**src/common/cecr_defines.vh**
```
/*
  Constants for the copier error code reporter: display codes, LED patterns,
  and timing figures. Assumes a 100 MHz system clock.
*/
`ifndef CECR_DEFINES_VH
`define CECR_DEFINES_VH

// Seven-segment code values (low nibble), with the decimal point kept apart.
`define CECR_ST_ROM0        4'h0
`define CECR_ST_ROM1        4'h1
`define CECR_ST_RAM_CLR     4'h2
`define CECR_ST_RAM_SET     4'h3
`define CECR_ST_INT65       4'h4
`define CECR_ST_PORT_CHIP   4'h5
`define CECR_ST_TIMER_CHIP  4'h6
`define CECR_ST_BUFA_CLR    4'h7
`define CECR_ST_BUFA_INC    4'h8
`define CECR_ST_INT_CMD     4'hA
`define CECR_ST_INT_DATA    4'hB
`define CECR_ST_BUFB_CLR    4'hC
`define CECR_ST_BUFB_INC    4'hD
`define CECR_ST_BUFA_CMP    4'hE
`define CECR_ST_BUFB_CMP    4'hF

`define CECR_OP_WASH        4'h0
`define CECR_OP_NO_READY    4'h1
`define CECR_OP_PAPER_INK   4'h2
`define CECR_OP_BAD_CMD     4'h3
`define CECR_OP_SHORT_REQ   4'h4
`define CECR_OP_CHECKSUM    4'h5
`define CECR_OP_BAD_PARAM   4'h6
`define CECR_OP_NO_XFER     4'h7
`define CECR_OP_SLEW_TMO    4'h8
`define CECR_OP_UNLOAD      4'h9
`define CECR_OP_LINE_COUNT  4'hA
`define CECR_OP_PIX_GIVEUP  4'hB
`define CECR_OP_PIX_RETRY   4'hC
`define CECR_OP_CMD_TMO     4'hD
`define CECR_OP_ABORT       4'hE

// Pixel-count errors that still earn a retransmit request.
`define CECR_PIX_RETRY_MAX  3'h4

// Five-LED mechanism codes, a lit LED is a one.
`define CECR_LED_NORMAL     5'h1F
`define CECR_LED_CARR_MOVE  5'h05
`define CECR_LED_CARR_HOME  5'h06
`define CECR_LED_ENCODER    5'h09
`define CECR_LED_DRUM_ROT   5'h0A
`define CECR_LED_CAR_REAR   5'h0D
`define CECR_LED_CAR_FWD    5'h0E
`define CECR_LED_UNLOAD_ROL 5'h0C
`define CECR_LED_DRUM_LOCK  5'h16
`define CECR_LED_DRUM_SYNC  5'h0F
`define CECR_LED_SENSOR     5'h18
`define CECR_LED_BOARD_FAIL 5'h00

// Timing figures and their cycle counts at 100 MHz.
`define CECR_CLK_MHZ        100
`define CECR_INIT_LIMIT_S   20
`define CECR_INIT_CYCLES    (`CECR_INIT_LIMIT_S * `CECR_CLK_MHZ * 1000000)
`define CECR_IDLE_LIMIT_MIN 11
`define CECR_IDLE_CYCLES    (`CECR_IDLE_LIMIT_MIN * 40'h3C * `CECR_CLK_MHZ * 40'hF4240)
`define CECR_FLASH_MS       250
`define CECR_FLASH_CYCLES   (`CECR_FLASH_MS * `CECR_CLK_MHZ * 1000)

`endif

```
**src/rtl/cecr_reporter.v**
```verilog
/*
  Error code reporter of the copier interface board and mechanism controller.
  Encodes self-test failures, host protocol faults and mechanism faults onto a
  seven-segment display with decimal point, an indicator LED and five LEDs.
  Assumes all event inputs are one-cycle pulses from logic on clk; the level
  inputs from the mechanism come from pins and are synchronised here.
*/
// Contract
// (RULE_01) Self-test shows .0 or .1 for a failed program memory checksum.
// (RULE_02) Self-test shows .2 when scratch RAM will not clear, .3 when not set.
// (RULE_03) Line buffer A counter clear failure shows .7, increment failure .8.
// (RULE_04) Medium interrupt failure shows .A on command path, .b on data path.
// (RULE_05) Wash cycle shows 0, then restores the previous code.
// (RULE_06) Missing mechanism ready signal shows code 1.
// (RULE_07) Unrecognised or out-of-sequence command is rejected, shows 3.
// (RULE_08) Short or early-terminated print request is rejected, shows 4.
// (RULE_09) Print request checksum mismatch is rejected, shows 5.
// (RULE_10) Illegal or out-of-range print parameters are rejected, shows 6.
// (RULE_11) Missing transfer ready aborts the copy, shows 7.
// (RULE_12) Fast slew handshake timeout aborts the copy, shows 8.
// (RULE_13) Failed paper unload sequence is fatal, shows 9.
// (RULE_14) Line terminator count differing from expected at transmission end shows A.
// (RULE_15) Each of up to four pixel-count errors requests retransmit, shows C.
// (RULE_16) Beyond four pixel-count errors, no retransmit, print held data, show b.
// (RULE_17) No valid command for eleven minutes aborts the copy, shows d.
// (RULE_18) Host abort command ends the copy, shows E.
// (RULE_19) Five LEDs: all on is normal, undefined patterns mean board failure.
// (RULE_20) Carriage not moving shows 00101, not returning home 00110.
// (RULE_21) Encoder pulses missing 01001, drum rotation 01010, drum lock 10110.
// (RULE_22) Bad sensor 11000, carrier not rear 01101, not forward 01110.
// (RULE_23) Indicator flashes during init, steady on success; after twenty seconds, failure.
// (RULE_24) Blank display with steady indicator is normal; codes held until power-off.
// (RULE_25) A new operational error replaces the code on display.
`timescale 1ns/1ps
`default_nettype none
`include "cecr_defines.vh"

module cecr_reporter #(
  parameter [31:0] INIT_CYCLES  = `CECR_INIT_CYCLES,
  parameter [39:0] IDLE_CYCLES  = `CECR_IDLE_CYCLES,
  parameter [31:0] FLASH_CYCLES = `CECR_FLASH_CYCLES,
  parameter        LINE_W       = 16
) (
  input  wire              clk,
  input  wire              rst_b,
  input  wire              selftest_done,
  input  wire [14:0]       selftest_fail,
  input  wire              wash_active,
  input  wire              mech_ctrl_ready,
  input  wire              ready_timeout,
  input  wire              cmd_valid,
  input  wire              cmd_unknown,
  input  wire              cmd_out_of_seq,
  input  wire              cmd_abort,
  input  wire              req_short,
  input  wire              req_checksum_bad,
  input  wire              req_param_bad,
  input  wire              copy_active,
  input  wire              xfer_ready_timeout,
  input  wire              slew_timeout,
  input  wire              unload_fail,
  input  wire              line_terminator,
  input  wire              transmission_end,
  input  wire [LINE_W-1:0] lines_expected,
  input  wire              pixel_count_bad,
  input  wire              copy_start,
  input  wire [10:0]       mech_fault,
  output wire              cmd_reject,
  output reg               copy_abort,
  output reg               fatal_stop,
  output reg               retransmit_req,
  output reg               print_held_data,
  output reg  [3:0]        seg_code,
  output reg               seg_point,
  output reg               seg_blank,
  output reg               indicator_led,
  output reg  [4:0]        mech_leds
);

  ////////////////////////////////////////////////////////////////////////////
  // One-hot init states.
  localparam [2:0] S_INIT = 3'b001;
  localparam [2:0] S_RUN  = 3'b010;
  localparam [2:0] S_FAIL = 3'b100;

  // Decimal code for each self-test failure bit, lowest bit wins.
  function [3:0] st_code;
    input [14:0] f;
    begin
      if (f[0]) st_code = `CECR_ST_ROM0;                // [RULE_01]
      else if (f[1]) st_code = `CECR_ST_ROM1;           // [RULE_01]
      else if (f[2]) st_code = `CECR_ST_RAM_CLR;        // [RULE_02]
      else if (f[3]) st_code = `CECR_ST_RAM_SET;        // [RULE_02]
      else if (f[4]) st_code = `CECR_ST_INT65;
      else if (f[5]) st_code = `CECR_ST_PORT_CHIP;
      else if (f[6]) st_code = `CECR_ST_TIMER_CHIP;
      else if (f[7]) st_code = `CECR_ST_BUFA_CLR;       // [RULE_03]
      else if (f[8]) st_code = `CECR_ST_BUFA_INC;       // [RULE_03]
      else if (f[9]) st_code = `CECR_ST_INT_CMD;        // [RULE_04]
      else if (f[10]) st_code = `CECR_ST_INT_DATA;      // [RULE_04]
      else if (f[11]) st_code = `CECR_ST_BUFB_CLR;
      else if (f[12]) st_code = `CECR_ST_BUFB_INC;
      else if (f[13]) st_code = `CECR_ST_BUFA_CMP;
      else st_code = `CECR_ST_BUFB_CMP;
    end
  endfunction

  ////////////////////////////////////////////////////////////////////////////
  // Synchronisers for pin-level mechanism inputs.
  reg [11:0] sync1_reg;
  reg [11:0] sync2_reg;

  always @(posedge clk) begin
    if (!rst_b) begin
      sync1_reg <= 12'h000;
      sync2_reg <= 12'h000;
    end else begin
      sync1_reg <= {mech_ctrl_ready, mech_fault};
      sync2_reg <= sync1_reg;
    end
  end

  wire        ready_s = sync2_reg[11];
  wire [10:0] fault_s = sync2_reg[10:0];

  ////////////////////////////////////////////////////////////////////////////
  // Initialisation sequence and indicator LED.
  reg [2:0]  state_reg;
  reg [31:0] init_cnt_reg;
  reg [31:0] flash_cnt_reg;
  reg        flash_reg;
  reg        st_point_reg;
  reg [3:0]  st_code_reg;

  // Divider pulse that paces the indicator flash.
  wire       flash_tick = (flash_cnt_reg >= FLASH_CYCLES - 32'h1);

  always @(posedge clk) begin
    if (!rst_b) begin
      state_reg     <= S_INIT;
      init_cnt_reg  <= 32'h0;
      flash_cnt_reg <= 32'h0;
      flash_reg     <= 1'b0;
      st_point_reg  <= 1'b0;
      st_code_reg   <= 4'h0;
    end else begin
      if (flash_tick) begin
        flash_cnt_reg <= 32'h0;
        flash_reg     <= ~flash_reg;
      end else begin
        flash_cnt_reg <= flash_cnt_reg + 32'h1;
      end
      case (state_reg)
        S_INIT: begin
          if (init_cnt_reg < INIT_CYCLES) begin
            init_cnt_reg <= init_cnt_reg + 32'h1;
          end
          if (selftest_done && selftest_fail != 15'h0000) begin
            state_reg    <= S_FAIL;                     // [RULE_23]
            st_point_reg <= 1'b1;
            st_code_reg  <= st_code(selftest_fail);
          end else if (selftest_done) begin
            state_reg <= S_RUN;                         // [RULE_23]
          end else if (init_cnt_reg >= INIT_CYCLES - 32'h1) begin
            state_reg    <= S_FAIL;                     // [RULE_23]
            st_point_reg <= 1'b1;
            st_code_reg  <= `CECR_ST_INT65;
          end
        end
        S_RUN: begin
          state_reg <= S_RUN;
        end
        S_FAIL: begin
          state_reg <= S_FAIL;
        end
        default: begin
          state_reg <= S_INIT;
        end
      endcase
    end
  end

  wire running = (state_reg == S_RUN);

  ////////////////////////////////////////////////////////////////////////////
  // Copy tracking: line count, pixel errors, command watchdog.
  reg [LINE_W-1:0] line_cnt_reg;
  reg [2:0]        pix_err_reg;
  reg [39:0]       idle_cnt_reg;

  wire pix_retry   = pixel_count_bad && running && (pix_err_reg < `CECR_PIX_RETRY_MAX);
  wire pix_giveup  = pixel_count_bad && running && (pix_err_reg >= `CECR_PIX_RETRY_MAX);
  wire lines_wrong = transmission_end && (line_cnt_reg != lines_expected);
  wire idle_expire = copy_active && (idle_cnt_reg >= IDLE_CYCLES - 40'h1);

  assign cmd_reject = running && (cmd_unknown || cmd_out_of_seq ||          // [RULE_07]
                                  req_short || req_checksum_bad || req_param_bad);

  always @(posedge clk) begin
    if (!rst_b) begin
      line_cnt_reg    <= {LINE_W{1'b0}};
      pix_err_reg     <= 3'h0;
      idle_cnt_reg    <= 40'h0;
      retransmit_req  <= 1'b0;
      print_held_data <= 1'b0;
      copy_abort      <= 1'b0;
      fatal_stop      <= 1'b0;
    end else begin
      retransmit_req <= pix_retry;                      // [RULE_15]
      copy_abort     <= running && (xfer_ready_timeout || slew_timeout ||   // [RULE_11] [RULE_12]
                                    idle_expire || cmd_abort);              // [RULE_17] [RULE_18]
      if (running && unload_fail) begin
        fatal_stop <= 1'b1;                             // [RULE_13]
      end
      if (copy_start) begin
        line_cnt_reg    <= {LINE_W{1'b0}};
        pix_err_reg     <= 3'h0;
        print_held_data <= 1'b0;
      end else begin
        if (line_terminator) begin
          line_cnt_reg <= line_cnt_reg + {{(LINE_W-1){1'b0}}, 1'b1};        // [RULE_14]
        end
        if (pixel_count_bad && running && pix_err_reg <= `CECR_PIX_RETRY_MAX) begin
          pix_err_reg <= pix_err_reg + 3'h1;
        end
      end
      if (pix_giveup) begin
        print_held_data <= 1'b1;                        // [RULE_16]
      end
      if (cmd_valid || !copy_active || idle_expire) begin
        idle_cnt_reg <= 40'h0;
      end else begin
        idle_cnt_reg <= idle_cnt_reg + 40'h1;           // [RULE_17]
      end
    end
  end

  ////////////////////////////////////////////////////////////////////////////
  // Operational code register; newest event replaces the held code.
  reg       op_valid_reg;
  reg [3:0] op_code_reg;
  reg       op_valid_next;
  reg [3:0] op_code_next;

  always @* begin
    op_valid_next = 1'b1;
    op_code_next  = op_code_reg;
    if (cmd_abort) begin
      op_code_next = `CECR_OP_ABORT;                    // [RULE_18]
    end else if (idle_expire) begin
      op_code_next = `CECR_OP_CMD_TMO;                  // [RULE_17]
    end else if (pix_retry) begin
      op_code_next = `CECR_OP_PIX_RETRY;                // [RULE_15]
    end else if (pix_giveup) begin
      op_code_next = `CECR_OP_PIX_GIVEUP;               // [RULE_16]
    end else if (lines_wrong) begin
      op_code_next = `CECR_OP_LINE_COUNT;               // [RULE_14]
    end else if (unload_fail) begin
      op_code_next = `CECR_OP_UNLOAD;                   // [RULE_13]
    end else if (slew_timeout) begin
      op_code_next = `CECR_OP_SLEW_TMO;                 // [RULE_12]
    end else if (xfer_ready_timeout) begin
      op_code_next = `CECR_OP_NO_XFER;                  // [RULE_11]
    end else if (req_param_bad) begin
      op_code_next = `CECR_OP_BAD_PARAM;                // [RULE_10]
    end else if (req_checksum_bad) begin
      op_code_next = `CECR_OP_CHECKSUM;                 // [RULE_09]
    end else if (req_short) begin
      op_code_next = `CECR_OP_SHORT_REQ;                // [RULE_08]
    end else if (cmd_unknown || cmd_out_of_seq) begin
      op_code_next = `CECR_OP_BAD_CMD;                  // [RULE_07]
    end else if (ready_timeout && !ready_s) begin
      op_code_next = `CECR_OP_NO_READY;                 // [RULE_06]
    end else begin
      op_valid_next = op_valid_reg;
    end
  end

  always @(posedge clk) begin
    if (!rst_b) begin
      op_valid_reg <= 1'b0;
      op_code_reg  <= 4'h0;
    end else if (running) begin
      op_valid_reg <= op_valid_next;                    // [RULE_25] [RULE_24]
      op_code_reg  <= op_code_next;                     // [RULE_25]
    end
  end

  ////////////////////////////////////////////////////////////////////////////
  // Display and LED drivers.
  always @(posedge clk) begin
    if (!rst_b) begin
      seg_code      <= 4'h0;
      seg_point     <= 1'b0;
      seg_blank     <= 1'b1;
      indicator_led <= 1'b0;
    end else begin
      indicator_led <= running ? 1'b1 : flash_reg;      // [RULE_23]
      if (state_reg == S_FAIL) begin
        seg_code  <= st_code_reg;                       // [RULE_01] [RULE_02] [RULE_03] [RULE_04]
        seg_point <= st_point_reg;
        seg_blank <= 1'b0;
      end else if (running && wash_active) begin
        seg_code  <= `CECR_OP_WASH;                     // [RULE_05]
        seg_point <= 1'b0;
        seg_blank <= 1'b0;
      end else begin
        seg_code  <= op_code_reg;                       // [RULE_05] [RULE_24]
        seg_point <= 1'b0;
        seg_blank <= ~(running && op_valid_reg);        // [RULE_24]
      end
    end
  end

  always @(posedge clk) begin
    if (!rst_b) begin
      mech_leds <= `CECR_LED_NORMAL;
    end else if (fault_s[0]) begin
      mech_leds <= `CECR_LED_CARR_MOVE;                 // [RULE_20]
    end else if (fault_s[1]) begin
      mech_leds <= `CECR_LED_CARR_HOME;                 // [RULE_20]
    end else if (fault_s[2]) begin
      mech_leds <= `CECR_LED_ENCODER;                   // [RULE_21]
    end else if (fault_s[3]) begin
      mech_leds <= `CECR_LED_DRUM_ROT;                  // [RULE_21]
    end else if (fault_s[4]) begin
      mech_leds <= `CECR_LED_DRUM_LOCK;                 // [RULE_21]
    end else if (fault_s[5]) begin
      mech_leds <= `CECR_LED_SENSOR;                    // [RULE_22]
    end else if (fault_s[6]) begin
      mech_leds <= `CECR_LED_CAR_REAR;                  // [RULE_22]
    end else if (fault_s[7]) begin
      mech_leds <= `CECR_LED_CAR_FWD;                   // [RULE_22]
    end else if (fault_s[8]) begin
      mech_leds <= `CECR_LED_UNLOAD_ROL;
    end else if (fault_s[9]) begin
      mech_leds <= `CECR_LED_DRUM_SYNC;
    end else if (fault_s[10]) begin
      mech_leds <= `CECR_LED_BOARD_FAIL;                // [RULE_19]
    end else begin
      mech_leds <= `CECR_LED_NORMAL;                    // [RULE_19]
    end
  end

endmodule
`default_nettype wire

```
**config.mk**
```make
export PLATFORM = sky130hd
export DESIGN_NAME = cecr_reporter
export DESIGN_NICKNAME = d
export VERILOG_FILES = /design/src/rtl/cecr_reporter.v
export VERILOG_INCLUDE_DIRS = /design/src /design/src/common
export SDC_FILE = /design/constraint.sdc
export NUM_CORES = 1
export LEC_CHECK = 0
export BUFFER_PORTS_ARGS = -buffer_cell sky130_fd_sc_hd__buf_4
export CAP_MARGIN = 30
export CORE_ASPECT_RATIO = 1.75
export CORE_MARGIN = 3
export CORE_UTILIZATION = 39
export DETAILED_ROUTE_END_ITERATION = 12
export GPL_TIMING_DRIVEN = 0
export PLACE_DENSITY = 0.69
export SYNTH_ARGS = -nofsm -noshare
export SYNTH_HDL_FRONTEND = slang
export SYNTH_SLANG_ARGS = --single-unit
```
**constraint.sdc**
```tcl
create_clock -name clk -period 4.9 [get_ports clk]
set_input_delay 0.98 -clock clk [delete_from_list [all_inputs] [get_ports clk]]
set_output_delay 0.98 -clock clk [all_outputs]
set_load 0.005 [all_outputs]
```
==> results_dict.tcl, run 1 <==
set metrics [dict create \
    fin_total_pwr_mw 3.02 \
    crit_fanout 9 \
    synth_xor_area_frac 0.123 \
    num_rows 66 \
    area_delta_synth_final_pct 20.7 \
    regArea_sq_um 3540 \
    synth_top_family_by_area "simple AND/OR/NAND/NOR gates" \
    fmax_mhz 341 \
    track_usage 0.163 \
    synth_seq_cells 177 \
    crit_path_start_kind "register" \
    cts_setup_buffers 0 \
    grt_max_degree 17 \
    wl_mm 16.0 \
    setup_viol_count_final 0 \
    fin_skew_ns 0.00965 \
    worst_pin_slew_ns 0.923 \
    synth_flop_cell "dfxtp_1" \
    whs_endpoint "sync2_reg[8]" \
    worstSetupPathType "reg -> out" \
    routabilityCongestion 0.801 \
    syn_inst 845 \
    root_buffer "clkbuf_16" \
    clkSinkCount 177 \
    synth_compound_area_frac 0.0871 \
    io_buffer_count 79 \
    core_area_sq_um 18700 \
    ys_top_cells_by_area "dfxtp_1 48%, nor2_1 7.3%, xor2_1 6.7%" \
    final_util 0.480 \
    synth_area_sq_um 7420 \
    r2r_slack_ns 2.07 \
    grt_pass1_wl_mm 27.1 \
    hpwl_mm 12.2 \
    reg2reg_from "idle_cnt_reg[0]" \
    synth-edff-count 0 \
    max_cap_violations 0 \
    holdCritPathClass "reg -> reg" \
    worstPathArrival_ns 1.95 \
    setup-tns-final_ns 0 \
    ys_warn_count 0 \
    drive_above_1_share 0.135 \
    initial_utilization 0.398 \
    layout_commonest_cell "dfxtp_1" \
    muxShareOfSynthArea 0.00539 \
    ir_drop_v 0.000237 \
    nFillCells 1845 \
    rr_endpoint "idle_cnt_reg[24]" \
    async_flop_share 0 \
    dr.first_iter.drc_count 168 \
    power_density_nw_per_um2 337 \
    cts_htree_levels 4 \
    ant_nets 0 \
    cts.path.max_buffers 2 \
    ios 80 \
    synth_cell_types 57 \
    final_cell_mix "177 x dfxtp_1, 145 x nor2_1, 79 x buf_4" \
    synth-simple-area-share 0.271 \
    synth_top_area_share 0.477 \
    clk_pin_slew_ns 0.06 \
    via_per_inst 5.02 \
    hp-start "sync1_reg[8]" \
    cp.required_ns 3.92 \
    status "finished, final reports clean" \
    ctsResizeCount 0 \
    slew_headroom 0.376 \
    crit_path_end_kind "primary output" \
    first_pass_iters 4 \
    multi_input_area_sq_um 3730 \
    diodes 0 \
    dieArea_sq_um 20800 \
    route.detailed.drc 0 \
    syn_avg_cell_area_sq_um 8.79 \
    finalCriticalPeriod_ns 2.93 \
    wl_per_cell_um 13.3 \
    yosysTopAreaCell "dfxtp_1" \
    die_w_um 110 \
    yosys.area_share.adder 0.0101 \
    p_leak_nw 3.28 \
    grt_setup_unrepaired "false" \
    vias 6042 \
    cts_tree "yes" \
    finalHoldViolations 0 \
    clk_latency_ns 0.43 \
    ys_seq_area_frac 0.477 \
    largest_register_ffs 40 \
    fp.dieH_um 189 \
    post-route-period-util 0.598 \
    worstHoldPathCells 1 \
    rr_worst_depth 10 \
    numCtsBuffers 17 \
    fin_hold_ws_ns 0.434 \
    grt_remaining_overflow 0 \
    grt_pass1_vias 6034 \
    maxSlewViolCount 0 \
    cts_hold_buf 0 \
    antenna_found_initial 0 \
    nNetsFinal 1022 \
]
==> worst max-delay path, cell delays in order, from the launching register on <==
cell and delay, ns:
dfxtp_1 0.38, nor2b_1 0.33, and2_1 0.18, clkbuf_1 0.34, o21a_1 0.19, buf_4 0.10
==> final cells by class <==
cell class,count,area share
multi-input combinational,631,0.416
sequential,177,0.395
timing repair buffer,79,0.0662
clock buffer,17,0.0475
tap,238,0.0332
clock inverter,15,0.0207
inverter,26,0.0109
buffer,21,0.0102
==> how the worst max path moves through the flow <==
stage,startpoint,endpoint,slack (ns),cells after the start
6_report,state_reg[1],cmd_reject,1.97,5
5_1_grt,idle_cnt_reg[0],op_code_reg[1],1.82,8
4_1_cts,state_reg[1],cmd_reject,1.98,5
3_5_place_dp,lines_expected[8],op_code_reg[1],1.64,8
3_3_place_gp,lines_expected[8],op_code_reg[1],1.68,8
2_1_floorplan,lines_expected[4],op_code_reg[1],2.29,7
==> power by group <==
group / switching (mW) / leakage [nW] / internal (mW)
Combinational: 0.0699 / 1.55 / 0.0738
Clock: 0.587 / 0.287 / 0.808
Sequential: 0.0140 / 1.44 / 1.47
Total: 0.671 / 3.28 / 2.35
==> cell families (layout without fill, tap and decap cells) <==
| logic type | after synthesis | after routing |
|---|---|---|
| xor+xnor | 104 | 104 |
| buf+inv | 47 | 158 |
| other cells | 1 | 11 |
| flops | 177 | 177 |
| fa+ha+maj | 6 | 6 |
| mux | 4 | 4 |
| simple gates | 409 | 409 |
| compound gates | 97 | 97 |
==> metal layers <==
| metal | vias to the layer above | share of wire | global-route usage | routed length (um) |
|---|---|---|---|---|
| li1 | 3090 | - | - | - |
| met2 | 99 | 0.54 | 0.300 | 8670 |
| met3 | 31 | 0.032 | 0.0374 | 514 |
| met4 | 0 | 0.026 | 0.0616 | 412 |
| met5 | - | 0 | 0 | 0 |
| met1 | 2822 | 0.40 | 0.176 | 6390 |
==> synthesized netlist by cell type, types with 21 or more instances <==
library cell  count
nand3_1          42
nand2_1          59
nor2_1          145
xnor2_1          47
nor3_1           29
and2_1           31
a21oi_1          26
and3_1           24
o21ai_0          21
xor2_1           57
inv_1            25
dfxtp_1         177
nand4_1          23
==> per-stage QoR <==
step | instance area (sq um) | setup slack (ns) | cells
3_3_place_gp | 8350 | 1.68 | 1172
5_1_grt | 8960 | 1.82 | 1204
3_5_place_dp | 8350 | 1.64 | 1172
6_report | 8960 | 1.97 | 1204
2_1_floorplan | 7460 | 2.29 | 855
4_1_cts | 8960 | 1.98 | 1204
No activity file was read; power rests on OpenSTA's default activity.
==> run 2, diff against run 1 <==
--- a/config.mk
+++ b/config.mk
@@ -6,6 +6,7 @@
 export SDC_FILE = /design/constraint.sdc
 export NUM_CORES = 1
 export LEC_CHECK = 0
+export ABC_AREA = 1
 export BUFFER_PORTS_ARGS = -buffer_cell sky130_fd_sc_hd__buf_4
 export CAP_MARGIN = 30
 export CORE_ASPECT_RATIO = 1.75
@@ -13,7 +14,7 @@
 export CORE_UTILIZATION = 39
 export DETAILED_ROUTE_END_ITERATION = 12
 export GPL_TIMING_DRIVEN = 0
-export PLACE_DENSITY = 0.69
+export PLACE_DENSITY = 0.7
 export SYNTH_ARGS = -nofsm -noshare
 export SYNTH_HDL_FRONTEND = slang
 export SYNTH_SLANG_ARGS = --single-unit
==> constraint.sdc (replaced) <==
create_clock -name clk -period 2.5 [get_ports clk]
set_input_delay 0.5 -clock clk [delete_from_list [all_inputs] [get_ports clk]]
set_output_delay 0.5 -clock clk [all_outputs]
set_load 0.005 [all_outputs]
==> results_dict.tcl, run 2 <==
set metrics [dict create \
    status "finished, final reports clean" \
    syn_inst 1261 \
    path_cells "ha_1, nand4_2, nor2_1, inv_1, o21ai_1, nand2_1, nand3b_1, nand2_1, o21ai_0, nor2_1" \
    grt_setup_unrepaired "false" \
    switching_power_mw 1.42 \
    cts_htree_levels 4 \
    clk_latency_ns 0.43 \
    async_flop_share 0 \
    ios 80 \
    largest_register_ffs 40 \
    ys_top_cells_by_area "dfxtp_1 40%, nand2_1 13%, inv_1 8.3%" \
    ir_drop_v 0.000413 \
    yosysMostFrequentCell "nand2_1" \
    cpMaxStageDelayCell "dfxtp_1" \
    dieArea_sq_um 24400 \
    antenna_found_initial 0 \
    synth_seq_cells 177 \
    post-route-period-util 0.856 \
    setup_viol_count_final 0 \
    fp.dieH_um 204 \
    grt_pass1_vias 7839 \
    wl_mm 21.1 \
    final_cell_mix "308 x nand2_1, 193 x inv_1, 177 x dfxtp_1" \
    initial_utilization 0.397 \
    die_w_um 119 \
    clk_pin_slew_ns 0.07 \
    synth_xor_area_frac 0.0370 \
    wl_per_cell_um 12.6 \
    num_rows 72 \
    synth_flop_cell "dfxtp_1" \
    finalCriticalPeriod_ns 2.14 \
    vias 8062 \
    clkSinkCount 177 \
    route.detailed.drc 0 \
    core_area_sq_um 22100 \
    cts_hold_buf 0 \
    maxSlewViolCount 0 \
    synth_top_family_by_area "simple AND/OR/NAND/NOR gates" \
    track_usage 0.178 \
    numCtsBuffers 17 \
    holdCritPathClass "in -> reg" \
    synth-edff-count 0 \
    yosysTopAreaCell "dfxtp_1" \
    power_density_nw_per_um2 573 \
    nNetsFinal 1438 \
    clkPwrFrac 0.439 \
    crit_path_end_kind "register" \
    ys_warn_count 0 \
    yosys-top-cells-count "308 x nand2_1, 193 x inv_1, 177 x dfxtp_1, 152 x nor2_1, 74 x a21oi_1" \
    yosys.area_share.adder 0.00856 \
    finalHoldViolations 0 \
    cp.required_ns 2.82 \
    ant_nets 0 \
    cts_tree "yes" \
    fin_skew_ns 0.0129 \
    swShare 0.239 \
    fin_total_pwr_mw 5.92 \
    synth_cell_types 52 \
    hpwl_mm 16.7 \
    muxShareOfSynthArea 0 \
    worst_pin_slew_ns 0.612 \
    io_buffer_count 79 \
    synth_area_sq_um 8770 \
    cts.path.max_buffers 2 \
    root_buffer "clkbuf_16" \
    via_per_inst 4.81 \
    ys_seq_area_frac 0.404 \
    setup-tns-final_ns 0 \
    drive_above_1_share 0.136 \
    grt_remaining_overflow 0 \
    layout_commonest_cell "nand2_1" \
    worstPathArrival_ns 2.46 \
    combPwrFrac 0.070 \
    seq_power_share 0.491 \
    routabilityCongestion 0.922 \
    max_cap_violations 0 \
    synth-simple-area-share 0.362 \
    slew_headroom 0.589 \
    worstSetupPathType "reg -> reg" \
    ctsResizeCount 0 \
    slowest_delay_ns 0.41 \
    area_delta_synth_final_pct 18.0 \
    grt_pass1_wl_mm 35.1 \
    grt_max_degree 17 \
    dr.first_iter.drc_count 344 \
    syn_avg_cell_area_sq_um 6.95 \
    p_int_mw 4.51 \
    synth_compound_area_frac 0.0865 \
    crit_fanout 7 \
    place_ws_ns 0.252 \
    final_util 0.468 \
    cts_setup_buffers 0 \
    fmax_mhz 467 \
    synth_top_area_share 0.404 \
    crit_path_start_kind "register" \
    finalWorstSetupSlack_ns 0.359 \
    first_pass_iters 5 \
    diodes 0 \
    p_leak_nw 4.28 \
]
==> run 2: cell count changes after synthesis, moves of 20 or more <==
| cell | previous run | this run |
|---|---|---|
| inv_1 | 25 | 193 |
| a21oi_1 | 26 | 74 |
| xor2_1 | 57 | 28 |
| and2_1 | 31 | 0 |
| xnor2_1 | 47 | 9 |
| nand2_1 | 59 | 308 |
| and3_1 | 24 | 4 |
==> run 2: per-stage QoR <==
stage / hold slack [ns] / cell area (sq um) / std cells
after floorplan: 0.390 / 8800 / 1271
after global placement: 0.393 / 9770 / 1646
after detailed placement: 0.399 / 9770 / 1646
after CTS: 0.232 / 10300 / 1677
after global routing: 0.241 / 10300 / 1677
final: 0.248 / 10300 / 1677
==> run 2: worst max-delay path, delay by kind of cell, from the launching register on <==
family,cells,cell delay [ns]
AO/OA/AOI/OAI,2,0.33
adder cells (fa/ha/maj),1,0.28
buffers and inverters,1,0.12
flip-flops,1,0.41
AND/OR/NAND/NOR,6,0.89
==> run 2: cells by family after synthesis <==
logic type | count (synthesis)
compound gates | 137
simple gates | 678
flops | 177
other cells | 1
buf+inv | 225
xor+xnor | 37
fa+ha+maj | 6
==> run 2: path summary, 6_finish.rpt <==
path,startpoint,endpoint,slack [ns],depth (start not counted)
min,mech_fault[10],sync1_reg[10],0.25,3
max reg2reg,init_cnt_reg[0],st_code_reg[2],0.36,10
max,init_cnt_reg[0],st_code_reg[2],0.36,10
min reg2reg,sync1_reg[3],sync2_reg[3],0.41,2
==> run 2: area by class of cell <==
| cell class | instances | area, sq um |
|---|---|---|
| Fill cell | 2237 | 11700 |
| Multi-Input combinational cell | 869 | 4370 |
| Sequential cell | 177 | 3540 |
| Inverter | 204 | 768 |
| Timing Repair Buffer | 79 | 593 |
| Clock buffer | 21 | 470 |
| Tap cell | 296 | 370 |
| Buffer | 21 | 118 |
| Clock inverter | 10 | 103 |
==> run 2: power groups by stage <==
stage / combinational [mW] / clock [mW] / sequential, mW
2_1_floorplan: 0.240 / 0 / 2.97
3_3_place_gp: 0.411 / 0 / 2.97
3_5_place_dp: 0.417 / 0 / 2.97
4_1_cts: 0.419 / 2.65 / 2.91
5_1_grt: 0.467 / 2.77 / 2.91
6_report: 0.412 / 2.60 / 2.91
==> run 2: layer usage <==
metal / vias up / global-route usage / part of all wire
li1: 4225 / - / -
met1: 3665 / 0.173 / 0.38
met2: 127 / 0.354 / 0.56
met3: 45 / 0.0294 / 0.027
met4: 0 / 0.0848 / 0.034
met5: - / 0 / 0
==> run 3, diff against run 2 <==
--- a/config.mk
+++ b/config.mk
@@ -8,12 +8,10 @@
 export LEC_CHECK = 0
 export ABC_AREA = 1
 export BUFFER_PORTS_ARGS = -buffer_cell sky130_fd_sc_hd__buf_4
-export CAP_MARGIN = 30
 export CORE_ASPECT_RATIO = 1.75
 export CORE_MARGIN = 3
 export CORE_UTILIZATION = 39
 export DETAILED_ROUTE_END_ITERATION = 12
-export GPL_TIMING_DRIVEN = 0
 export PLACE_DENSITY = 0.7
 export SYNTH_ARGS = -nofsm -noshare
 export SYNTH_HDL_FRONTEND = slang
==> results_dict.tcl, run 3 (synthesis gave the netlist of run 2 again) <==
set metrics [dict create \
    status "finished, final reports clean" \
    layout_commonest_cell "nand2_1" \
    ios 80 \
    slew_headroom 0.557 \
    first_pass_iters 7 \
    setup-tns-final_ns 0 \
    post-route-period-util 0.807 \
    crit_fanout 31 \
    grt_setup_unrepaired "false" \
    track_usage 0.177 \
    worst_pin_slew_ns 0.660 \
    grt_max_degree 36 \
    maxSlewViolCount 0 \
    cts_tree "yes" \
    path_cells "nand2_1, inv_1, o21ai_1, a21oi_1, nor3_4, nand3_4, inv_2, nand3_1, and3_1" \
    crit_path_start_kind "register" \
    root_buffer "clkbuf_16" \
    wl_mm 20.8 \
    num_rows 72 \
    grt_pass1_vias 7896 \
    largest_register_ffs 40 \
    worstSetupPathType "reg -> reg" \
    dr.first_iter.drc_count 347 \
    cpMaxStageDelayCell "inv_2" \
    ant_nets 0 \
    die_w_um 119 \
    wl_per_cell_um 12.5 \
    finalHoldViolations 0 \
    area_delta_synth_final_pct 17.4 \
    fmax_mhz 495 \
    fin_skew_ns 0.00927 \
    clk_pin_slew_ns 0.07 \
    nNetsFinal 1426 \
    cts_setup_buffers 0 \
    hpwl_mm 16.2 \
    setup_viol_count_final 0 \
    holdCritPathClass "in -> reg" \
    antenna_found_initial 0 \
    routabilityCongestion 0.997 \
    drive_above_1_share 0.136 \
    via_per_inst 4.82 \
    route.detailed.drc 0 \
    core_area_sq_um 22100 \
    initial_utilization 0.397 \
    numCtsBuffers 17 \
    cp.required_ns 2.83 \
    nFillCells 2249 \
    final_cell_mix "308 x nand2_1, 193 x inv_1, 177 x dfxtp_1" \
    worstPathArrival_ns 2.35 \
    diodes 0 \
    slowest_delay_ns 0.45 \
    max_cap_violations 0 \
    ir_drop_v 0.000415 \
    clk_latency_ns 0.43 \
    dieArea_sq_um 24400 \
    cts_htree_levels 4 \
    grt_remaining_overflow 0 \
    p_leak_nw 4.26 \
    fp.dieH_um 204 \
    finalCriticalPeriod_ns 2.02 \
    clkSinkCount 177 \
    cts_hold_buf 0 \
    ctsResizeCount 0 \
    crit_path_end_kind "register" \
    vias 8031 \
    cts.path.max_buffers 2 \
    power_density_nw_per_um2 571 \
    io_buffer_count 79 \
    fin_hold_ws_ns 0.248 \
    grt_pass1_wl_mm 35.4 \
]
-- run 3: changes by cell type in the layout (fill, tap and decap cells not counted), sizes merged --
cell,previous run,this run
inv,204,209
clkinv,7,8
buf,94,88
clkbuf,27,17
bufinv,1,0
-- run 3: worst max-delay path: cells and delay by family (launching register included) --
| kind | cells | cell delay [ns] |
|---|---|---|
| flops | 1 | 0.35 |
| buf+inv | 2 | 0.55 |
| compound gates | 2 | 0.23 |
| simple gates | 5 | 0.77 |
-- run 3: per-stage QoR --
step | instances | instance area (sq um) | utilization | setup slack (ns) | power (mW)
6_report | 1666 | 10300 | 0.466 | 0.481 | 5.87
5_1_grt | 1666 | 10300 | 0.466 | 0.264 | 6.12
4_1_cts | 1666 | 10300 | 0.466 | 0.468 | 5.94
3_5_place_dp | 1634 | 9720 | 0.440 | 0.486 | 3.37
3_3_place_gp | 1634 | 9720 | 0.440 | 0.531 | 3.36
2_1_floorplan | 1271 | 8800 | - | 0.807 | 3.21
-- run 3: final cells by class --
class / instances / area (sq um) / area share
multi-input cells: 869 / 4370 / 0.425
clock buffers: 17 / 425 / 0.0414
well taps: 296 / 370 / 0.0360
repair buffers: 88 / 661 / 0.0642
clock inverters: 15 / 145 / 0.0141
inverters: 204 / 768 / 0.0747
flip-flops and latches: 177 / 3540 / 0.344
-- run 3: final timing paths --
kind	from	endpoint	slack [ns]	cells after the start
hold reg to reg	sync1_reg[4]	sync2_reg[4]	0.41	2
hold / removal	mech_fault[6]	sync1_reg[6]	0.25	3
setup / recovery	init_cnt_reg[17]	init_cnt_reg[4]	0.48	9
setup reg to reg	init_cnt_reg[17]	init_cnt_reg[4]	0.48	9
-- run 3: routing by layer --
layer | vias up | share of wire | GRT usage
met5 | - | 0 | 0
met4 | 0 | 0.036 | 0.0860
met3 | 54 | 0.026 | 0.0271
met2 | 141 | 0.56 | 0.350
met1 | 3640 | 0.38 | 0.177
li1 | 4196 | - | -
-- run 3: power by group --
| group | switching, mW | internal, mW |
|---|---|---|
| Clock | 1.25 | 1.32 |
| Combinational | 0.234 | 0.161 |
| Sequential | 0.0293 | 2.88 |
| Total | 1.51 | 4.36 |
